## src/shared/fpx_defs.vh

```
// fpx_defs.vh: constants for the flash access mode block
// assumes: included by the mode decoder design file of the flash access mode block; the synchroniser does not include it
`ifndef FPX_DEFS_VH
`define FPX_DEFS_VH
// clock period in picoseconds (250 MHz)
`define FPX_CLK_PS 4000
// external latch strobe width, ns
`define FPX_ALE_NS 125
// external read strobe width, ns
`define FPX_RD_NS 160
// latch low to read strobe low, ns (address setup after latch)
`define FPX_ALE2RD_NS 5
// bus float delay after read strobe falls, ns
`define FPX_FLOAT_NS 5
// derived cycle counts; widths round down, setups round up, no floor at one
`define FPX_ALE_CYC ((`FPX_ALE_NS * 1000) / `FPX_CLK_PS)
`define FPX_RD_CYC ((`FPX_RD_NS * 1000) / `FPX_CLK_PS)
`define FPX_ALE2RD_CYC (((`FPX_ALE2RD_NS * 1000) + `FPX_CLK_PS - 1) / `FPX_CLK_PS)
`define FPX_FLOAT_CYC (((`FPX_FLOAT_NS * 1000) + `FPX_CLK_PS - 1) / `FPX_CLK_PS)
// mode decoder codes
`define FPX_MODE_NORMAL 2'h0
`define FPX_MODE_TESTER 2'h1
`define FPX_MODE_EXTROM 2'h2
`define FPX_MODE_MONITOR 2'h3
// write-select bit position in the special function control register
`define FPX_WRSEL_BIT 0
`endif

```

## src/design/fpx_flash_mode.v

```verilog
// fpx_flash_mode.v: flash access mode decoder, tester port and external rom port
// assumes: one 250 MHz clock; controller fetch handshake on the same clock;
// embedded flash port on the same clock; scan pins split into in/out/enable
`timescale 1ns/10ps
`include "fpx_defs.vh"

// Summary of operation
// tester-only pin connects flash to tester port
// tester mode muxes scan pins to tester
// program-mode pin holds controller reset low
// tester mode lifts all write protection
// leaving tester mode restores normal operation
// tester port pin set: addr, mux, strobes
// tester pulses latch, then write strobe
// write data captured at write strobe rise
// latch waits until strobes return high
// read data driven while read strobe low
// tester waits after program before reading
// external rom routes controller fetches outward
// external rom mode muxes scan pins
// embedded flash held reset in external mode
// external port issues only read cycles
// external port scan pin map fixed
// drive address, latch, float, sample byte
// latch and read widths from clock counts
// write-select bit steers data-move write strobe
// both pins asserted selects monitor mode
// tester data bus driven only while reading
// mode pins synchronised before use
module fpx_flash_mode #(
  parameter ALE_CYC = `FPX_ALE_CYC,
  parameter RD_CYC = `FPX_RD_CYC,
  parameter ALE2RD_CYC = `FPX_ALE2RD_CYC,
  parameter FLOAT_CYC = `FPX_FLOAT_CYC
) (
  input wire clk,
  input wire rst,
  input wire programModePin,
  input wire externalRomSelect_n,
  input wire [11:0] scanOutputPinIn,
  output reg [11:0] scanOutputPinOut,
  output reg [11:0] scanOutputPinOe,
  input wire [6:0] scanInputPinIn,
  output reg [6:0] scanInputPinOut,
  output reg [6:0] scanInputPinOe,
  input wire cpuFetchReq,
  input wire [15:0] cpuFetchAddr,
  output reg cpuFetchDone,
  output reg [7:0] cpuFetchData,
  output reg cpuRst_n,
  input wire [7:0] specialFunctionControlReg,
  input wire cpuDataWrite,
  output reg cpuDataRamWr_n,
  output reg cpuCodeWr_n,
  output reg flashToTester,
  output reg flashToCpu,
  output reg flashReset,
  output reg flashReadArray,
  output reg writeProtectOff,
  output reg [15:0] flashAddr,
  output reg [7:0] flashWrData,
  output reg flashWr,
  output reg flashRd,
  input wire [7:0] flashRdData,
  output reg monitorMode
);
  // ****************************************************************
  // pin synchronisers
  // ****************************************************************
  // synchronised mode pins (bit1 program mode, bit0 ext rom asserted)
  wire [1:0] modeSync;
  // synchronised tester inputs: addr high, mux byte, strobes
  wire [7:0] tAddrHighSync;
  wire [7:0] tMuxSync;
  wire tLatchSync;
  wire tRdSync_n;
  wire tWrSync_n;

  fpx_sync2 #(.WIDTH(2)) uModeSync (
    .clk(clk),
    .rst(rst),
    .asyncIn({programModePin, ~externalRomSelect_n}),
    .syncOut(modeSync)
  );

  // tester signals share the scan pins; see pin map
  fpx_sync2 #(.WIDTH(19)) uPinSync (
    .clk(clk),
    .rst(rst),
    .asyncIn({scanOutputPinIn[7:0], scanOutputPinIn[11:8], scanInputPinIn[3:0],
              scanInputPinIn[4], scanInputPinIn[5], scanInputPinIn[6]}),
    .syncOut({tAddrHighSync, tMuxSync, tLatchSync, tRdSync_n, tWrSync_n})
  );

  // ****************************************************************
  // mode decode
  // ****************************************************************
  // decoder on synchronised pins
  function [1:0] fpxDecode;
    input [1:0] pins;
    begin
      case (pins)
        2'b10: fpxDecode = `FPX_MODE_TESTER;
        2'b01: fpxDecode = `FPX_MODE_EXTROM;
        2'b11: fpxDecode = `FPX_MODE_MONITOR;
        default: fpxDecode = `FPX_MODE_NORMAL;
      endcase
    end
  endfunction

  // current mode
  wire [1:0] modeNow = fpxDecode(modeSync);
  wire testerMode = (modeNow == `FPX_MODE_TESTER);
  wire extMode = (modeNow == `FPX_MODE_EXTROM);
  // previous mode, for the exit pulse
  reg [1:0] mode_reg;

  // ****************************************************************
  // tester port: latch, write capture, read drive
  // ****************************************************************
  // latched low address
  reg [7:0] tLowAddr_reg;
  // previous strobe levels for edge detection
  reg tLatchPrev_reg;
  reg tWrPrev_reg;
  // read in flight
  reg tRdActive_reg;

  // external port state machine, one-hot
  localparam [4:0] ST_IDLE = 5'h01;
  localparam [4:0] ST_ALE = 5'h02;
  localparam [4:0] ST_SETUP = 5'h04;
  localparam [4:0] ST_READ = 5'h08;
  localparam [4:0] ST_DONE = 5'h10;
  reg [4:0] state_reg;
  reg [4:0] state_next;
  // cycle counter for strobe widths
  reg [7:0] cnt_reg;
  reg [7:0] cnt_next;
  // captured fetch address
  reg [15:0] eAddr_reg;

  // next state of the external read sequence
  always @* begin
    state_next = state_reg;
    cnt_next = cnt_reg + 8'h01;
    case (state_reg)
      ST_IDLE: begin
        cnt_next = 8'h00;
        if (extMode && cpuFetchReq) begin
          state_next = ST_ALE;
        end
      end
      ST_ALE: begin
        if (cnt_reg == ALE_CYC[7:0] - 8'h01) begin
          state_next = ST_SETUP;
          cnt_next = 8'h00;
        end
      end
      ST_SETUP: begin
        if (cnt_reg == ALE2RD_CYC[7:0] - 8'h01) begin
          state_next = ST_READ;
          cnt_next = 8'h00;
        end
      end
      ST_READ: begin
        if (cnt_reg == RD_CYC[7:0] - 8'h01) begin
          state_next = ST_DONE;
          cnt_next = 8'h00;
        end
      end
      ST_DONE: begin
        state_next = ST_IDLE;
      end
      default: begin
        state_next = ST_IDLE;
      end
    endcase
    if (!extMode) begin
      state_next = ST_IDLE;
    end
  end

  // main sequential process
  always @(posedge clk) begin
    if (rst) begin
      mode_reg <= `FPX_MODE_NORMAL;
      tLowAddr_reg <= 8'h00;
      tLatchPrev_reg <= 1'b0;
      tWrPrev_reg <= 1'b1;
      tRdActive_reg <= 1'b0;
      state_reg <= ST_IDLE;
      cnt_reg <= 8'h00;
      eAddr_reg <= 16'h0000;
      scanOutputPinOut <= 12'h000;
      scanOutputPinOe <= 12'h000;
      scanInputPinOut <= 7'h00;
      scanInputPinOe <= 7'h00;
      cpuFetchDone <= 1'b0;
      cpuFetchData <= 8'h00;
      cpuRst_n <= 1'b0;
      cpuDataRamWr_n <= 1'b1;
      cpuCodeWr_n <= 1'b1;
      flashToTester <= 1'b0;
      flashToCpu <= 1'b1;
      flashReset <= 1'b0;
      flashReadArray <= 1'b0;
      writeProtectOff <= 1'b0;
      flashAddr <= 16'h0000;
      flashWrData <= 8'h00;
      flashWr <= 1'b0;
      flashRd <= 1'b0;
      monitorMode <= 1'b0;
    end else begin
      mode_reg <= modeNow;
      state_reg <= state_next;
      cnt_reg <= cnt_next;
      tLatchPrev_reg <= tLatchSync;
      tWrPrev_reg <= tWrSync_n;
      // connections and reset follow the decoded mode
      flashToTester <= testerMode;
      flashToCpu <= ~testerMode & ~extMode;
      writeProtectOff <= testerMode;
      flashReset <= extMode;
      cpuRst_n <= ~modeSync[1];
      monitorMode <= (modeNow == `FPX_MODE_MONITOR);
      // one-cycle pulse back to read-array on tester exit
      flashReadArray <= (mode_reg == `FPX_MODE_TESTER) & ~testerMode;
      // data-move write strobe steering
      cpuCodeWr_n <= ~(cpuDataWrite & specialFunctionControlReg[`FPX_WRSEL_BIT]);
      cpuDataRamWr_n <= ~(cpuDataWrite & ~specialFunctionControlReg[`FPX_WRSEL_BIT]);
      flashWr <= 1'b0;
      flashRd <= 1'b0;
      cpuFetchDone <= 1'b0;
      if (testerMode) begin
        // latch low address on the falling edge of the latch strobe
        if (tLatchPrev_reg && !tLatchSync) begin
          tLowAddr_reg <= tMuxSync;
        end
        flashAddr <= {tAddrHighSync, tLowAddr_reg};
        // capture write data at the write strobe rise; the previous cycle must
        // also be tester mode, so the synchroniser filling after reset is no edge
        if (!tWrPrev_reg && tWrSync_n && (mode_reg == `FPX_MODE_TESTER)) begin
          flashWrData <= tMuxSync;
          flashWr <= 1'b1;
        end
        // read strobe low: fetch and drive the mux bus
        tRdActive_reg <= ~tRdSync_n;
        flashRd <= ~tRdSync_n;
        scanOutputPinOe <= {{4{~tRdSync_n}}, 8'h00};
        scanInputPinOe <= {3'b000, {4{~tRdSync_n}}};
        scanOutputPinOut <= {flashRdData[7:4], 8'h00};
        scanInputPinOut <= {3'b000, flashRdData[3:0]};
      end else if (extMode) begin
        tRdActive_reg <= 1'b0;
        // fetch sequence drives the scan pins
        case (state_reg)
          ST_IDLE: begin
            eAddr_reg <= cpuFetchAddr;
            scanOutputPinOe <= 12'hFFF;
            scanInputPinOe <= 7'h7F;
            scanOutputPinOut <= {cpuFetchAddr[7:4], cpuFetchAddr[15:8]};
            scanInputPinOut <= {3'b110, cpuFetchAddr[3:0]};
          end
          ST_ALE: begin
            scanInputPinOut <= {3'b111, eAddr_reg[3:0]};
          end
          ST_SETUP: begin
            scanInputPinOut <= {3'b110, eAddr_reg[3:0]};
          end
          ST_READ: begin
            // read strobe low, write strobe held high
            scanInputPinOut <= {3'b100, eAddr_reg[3:0]};
            if (cnt_reg == FLOAT_CYC[7:0] - 8'h01) begin
              scanOutputPinOe <= 12'h0FF;
              scanInputPinOe <= 7'h70;
            end
          end
          ST_DONE: begin
            cpuFetchData <= {tMuxSync[7:4], tMuxSync[3:0]};
            cpuFetchDone <= 1'b1;
            scanInputPinOut <= {3'b110, eAddr_reg[3:0]};
          end
          default: begin
            scanInputPinOut <= 7'h60;
          end
        endcase
      end else begin
        tRdActive_reg <= 1'b0;
        // normal or monitor: pins released to their other users
        scanOutputPinOe <= 12'h000;
        scanInputPinOe <= 7'h00;
        scanOutputPinOut <= 12'h000;
        scanInputPinOut <= 7'h00;
        flashAddr <= cpuFetchAddr;
        flashRd <= cpuFetchReq;
        if (modeNow == `FPX_MODE_NORMAL) begin
          cpuFetchData <= flashRdData;
          cpuFetchDone <= cpuFetchReq;
        end
      end
    end
  end
endmodule // fpx_flash_mode

```

## src/design/fpx_sync2.v

```verilog
// fpx_sync2.v: two-flop level synchroniser, parameterised width
// assumes: inputs come from pins outside the clock domain
`timescale 1ns/10ps
module fpx_sync2 #(
  parameter WIDTH = 1
) (
  input wire clk,
  input wire rst,
  input wire [WIDTH-1:0] asyncIn,
  output wire [WIDTH-1:0] syncOut
);
  // first stage, read only by the second
  reg [WIDTH-1:0] meta_reg;
  // second stage, safe to use
  reg [WIDTH-1:0] sync_reg;

  // two flops in series
  always @(posedge clk) begin
    if (rst) begin
      meta_reg <= {WIDTH{1'b0}};
      sync_reg <= {WIDTH{1'b0}};
    end else begin
      meta_reg <= asyncIn;
      sync_reg <= meta_reg;
    end
  end

  assign syncOut = sync_reg;
endmodule // fpx_sync2

```

## config.mk

```make
export PLATFORM = sky130hd
export DESIGN_NAME = fpx_flash_mode
export DESIGN_NICKNAME = d
export VERILOG_FILES = /design/src/design/fpx_flash_mode.v /design/src/design/fpx_sync2.v
export VERILOG_INCLUDE_DIRS = /design/src /design/src/shared
export SDC_FILE = /design/constraint.sdc
export NUM_CORES = 1
export LEC_CHECK = 0
export ABC_AREA = 1
export BUFFER_PORTS_ARGS = -buffer_cell sky130_fd_sc_hd__buf_2
export CAP_MARGIN = 5
export CORE_ASPECT_RATIO = 1.1
export CORE_MARGIN = 4
export CORE_UTILIZATION = 45
export CTS_BUF_LIST = sky130_fd_sc_hd__clkbuf_8
export CTS_CLUSTER_SIZE = 20
export DETAILED_ROUTE_END_ITERATION = 8
export PLACE_DENSITY = 0.7
export SLEW_MARGIN = 5
export SYNTH_ARGS = -nofsm -noshare
export SYNTH_HDL_FRONTEND = slang
export SYNTH_SLANG_ARGS = --single-unit
```

## constraint.sdc

```tcl
create_clock -name clk -period 1.9 [get_ports clk]
set_input_delay 0.38 -clock clk [delete_from_list [all_inputs] [get_ports clk]]
set_output_delay 0.38 -clock clk [all_outputs]
set_load 0.03 [all_outputs]
```

==> results.md <==
- Status: complete, no violations
- DR iter-0 viols: 195
- RSZ-0062 raised after global routing: false
- Overall Power: 5.762 mW
- Max-cap violations: 0
- Setup TNS Final: 0 ns
- R2R Path Start: uModeSync.syncOut[0]
- Port bufs: 131
- Post-Synthesis Mean Instance Area: 7.682 um2
- Final-report hold violation count: 0
- Sw Share: 27.09%
- Crit Path Category: flop to flop
- Pin count of the biggest net entering global routing: 74
- Vias in the first global route: 3,968
- Placeable Area: 11,540 um2
- Die height: 122.1 um
- Leakage: 3.177 nW
- Worst Path Required: 2.26 ns
- Slew Viols, Final: 0
- Post-DP HPWL: 8336 um
- Min-Delay Path Class: input port to flop
- Initial antenna violation count: 0
- Crit Path Max Fanout: 10
- # diodes: 0
- Via density: 4.571
- Layout cells sized above 1: 23.75%
- Int Pwr: 4.201 mW
- Pre-antenna DRT Iters: 4
- Gr usage total: 17.17%
- Rows: 41
- VDD IR-drop max: 383.3 uV
- Worst EP arrival: 2.10 ns
- Synth top area share: 50.76%
- Routed Antenna Nets: 0
- Post-cts sizing count: 0
- Net Count, Synth: 759
- Synth area leaders: dfxtp_1 (51%), nand2_1 (7.7%), inv_1 (7.6%), nor2_1 (7.6%), o21ai_0 (5.7%)
- Clk_skew: 0.01126 ns
- Power per cell area: 903.8 nW/um2
- Placer Congestion: 0.8200
- Post-Syn Area: 5324 um2
- Post-synthesis register bit count: 135
- Synth warnings: 0
- Via Count: 4,438
- Clock slew at reported path FFs: 0.07 ns
- # setup viols final: 0
- I/O pin count: 139
- Worst-Skew Late Latency: 0.44 ns
- Clock Tree Buf Depth: 2
- Tcrit/Tclk final: 91.69%
- Tmin final: 1.742 ns
- Nets: 874
- Worst setup SP type: flop
- Die X: 111.7 um
- Unique masters post-synth: 29
- Sequential-to-total area share from yosys stat: 50.76%
- Root Driver: clkbuf_8
- GR Overflow Total: 0
- Mapped Cells: 693
- Nature of the critical path endpoint: flop
- Die area: 13,640 um2
- Hold Startpoint: externalRomSelect_n
- First-pass GRT wire length: 18,680 um
- Area grow syn2layout: 19.74%
- # clock sinks: 135
- Initial Util: 46.12%
- Crit. Startpoint: uModeSync.syncOut[0]
- Clock power frac: 38.4%
- CTS H-Tree Depth: 4
- Switching power: 1.561 mW
- Gate power share: 9.8%
- CTS tree: done
- Cts bufs inserted: 17
- Max_slew headroom: 75.90%
- Cell accounting for the most synthesized area: dfxtp_1
- Avg WL per Cell: 11.94 um
- WL final: 11,590 um
- Peak Freq: 574.0 MHz
- Hold_buf cts: 0
- DRC Markers: 0
- Fillers: 1,169
- Measured slew at the worst slew-check pin: 0.3601 ns
- Post-CTS Setup Repair Bufs: 0
- Seq pwr share: 51.8%
[final cells by class]
cell class,count,area (um2),share of cell area [%]
Clock buffer,18,247.7,3.886
Clock inverter,14,127.6,2.002
Inverter,112,420.4,6.595
Multi-Input combinational cell,401,1921,30.13
Sequential cell,135,2703,42.39
Tap cell,150,187.7,2.944
Timing Repair Buffer,141,768.2,12.05
[cell families (layout without fill, tap and decap cells)]
logic type / Yosys count / in the layout / synth area share (%)
AOI/OAI and AO/OA: 121 / 121 / 11.75
xor gates and xnor gates: 5 / 5 / 0.8225
adders and majority gates: 9 / 9 / 2.115
buffers and inverters: 157 / 285 / 13.16
DFF: 135 / 135 / 50.76
and+or+nand+nor: 266 / 266 / 21.39
[Yosys cell counts]
library cell  count
buf_8             1
buf_2            11
o21ai_0          61
inv_1           108
nor3_1            5
a21oi_2           1
nand3_4           1
nor2_2            2
nand2_1         109
nand4_1           9
a31oi_1           4
nor2_1          108
nor2_4            3
a21oi_1          54
xor2_1            4
nand3b_1          1
buf_1             4
buf_4            19
or2_2             8
xnor2_1           1
nand3_1          15
or2_0             1
ha_1              9
o21ai_4           1
nand3_2           4
dfxtp_1         135
inv_2             4
clkbuf_1          8
buf_6             2
[power by group through the flow]
stage	Combinational, mW	Clock (mW)	Sequential (mW)
after CTS	0.568	2.28	2.99
final	0.564	2.21	2.99
after global routing	0.626	2.40	3.00
after floorplan	0.273	0	3.16
after global placement	0.563	0	3.05
after detailed placement	0.566	0	3.05
[critical path, stage by stage (launching register included)]
cell and delay (ns):
dfxtp_1 0.39, inv_1 0.10, ha_1 0.24, inv_2 0.16, nand2_1 0.15, nor2_1 0.20
buf_4 0.21, o21ai_0 0.10, a21oi_1 0.13
[per-layer routing]
metal  vias to the layer above  routed length (um)  track usage (%)
met5                         -                   0                0
met4                         0                 200            7.148
met3                        16                 933            5.315
met2                       141                5403            27.89
met1                      1932                5057            21.22
li1                       2349                   -                -
[layout by cell type, fill, tap and decap left out, drive strengths merged]
| master | instances |
|---|---|
| dfxtp | 135 |
| clkinvlp | 2 |
| nand2 | 109 |
| a31oi | 4 |
| nor3 | 5 |
| nand4 | 9 |
| or2 | 9 |
| o21ai | 62 |
| ha | 9 |
| nand3 | 20 |
| xor2 | 4 |
| buf | 141 |
| inv | 117 |
| nand3b | 1 |
| clkbuf | 18 |
| nor2 | 113 |
| clkinv | 6 |
| xnor2 | 1 |
| bufinv | 1 |
| a21oi | 55 |
[final timing paths]
| kind | slack [ns] | cells after the start | endpoint |
|---|---|---|---|
| worst min-delay path | 0.09 | 2 | uModeSync.meta_reg[0] |
| worst max register to register | 0.16 | 8 | scanOutputPinOut[3] |
| worst min register to register | 0.40 | 2 | uPinSync.syncOut[11] |
| worst max-delay path | 0.16 | 8 | scanOutputPinOut[3] |
[per-stage QoR]
stage	cells	utilization [%]	setup slack (ns)	instance area (um2)	hold WS [ns]
floorplan	693	-	0.4613	5324	0.3883
global placement	939	51.98	0.2220	6000	0.3913
detailed placement	939	51.98	0.2114	6000	0.3922
CTS	971	55.23	0.1966	6375	0.04828
global route	971	55.23	0.03143	6375	0.06496
finish	971	55.23	0.1579	6375	0.08563
Power figures use the tool's default switching activity.
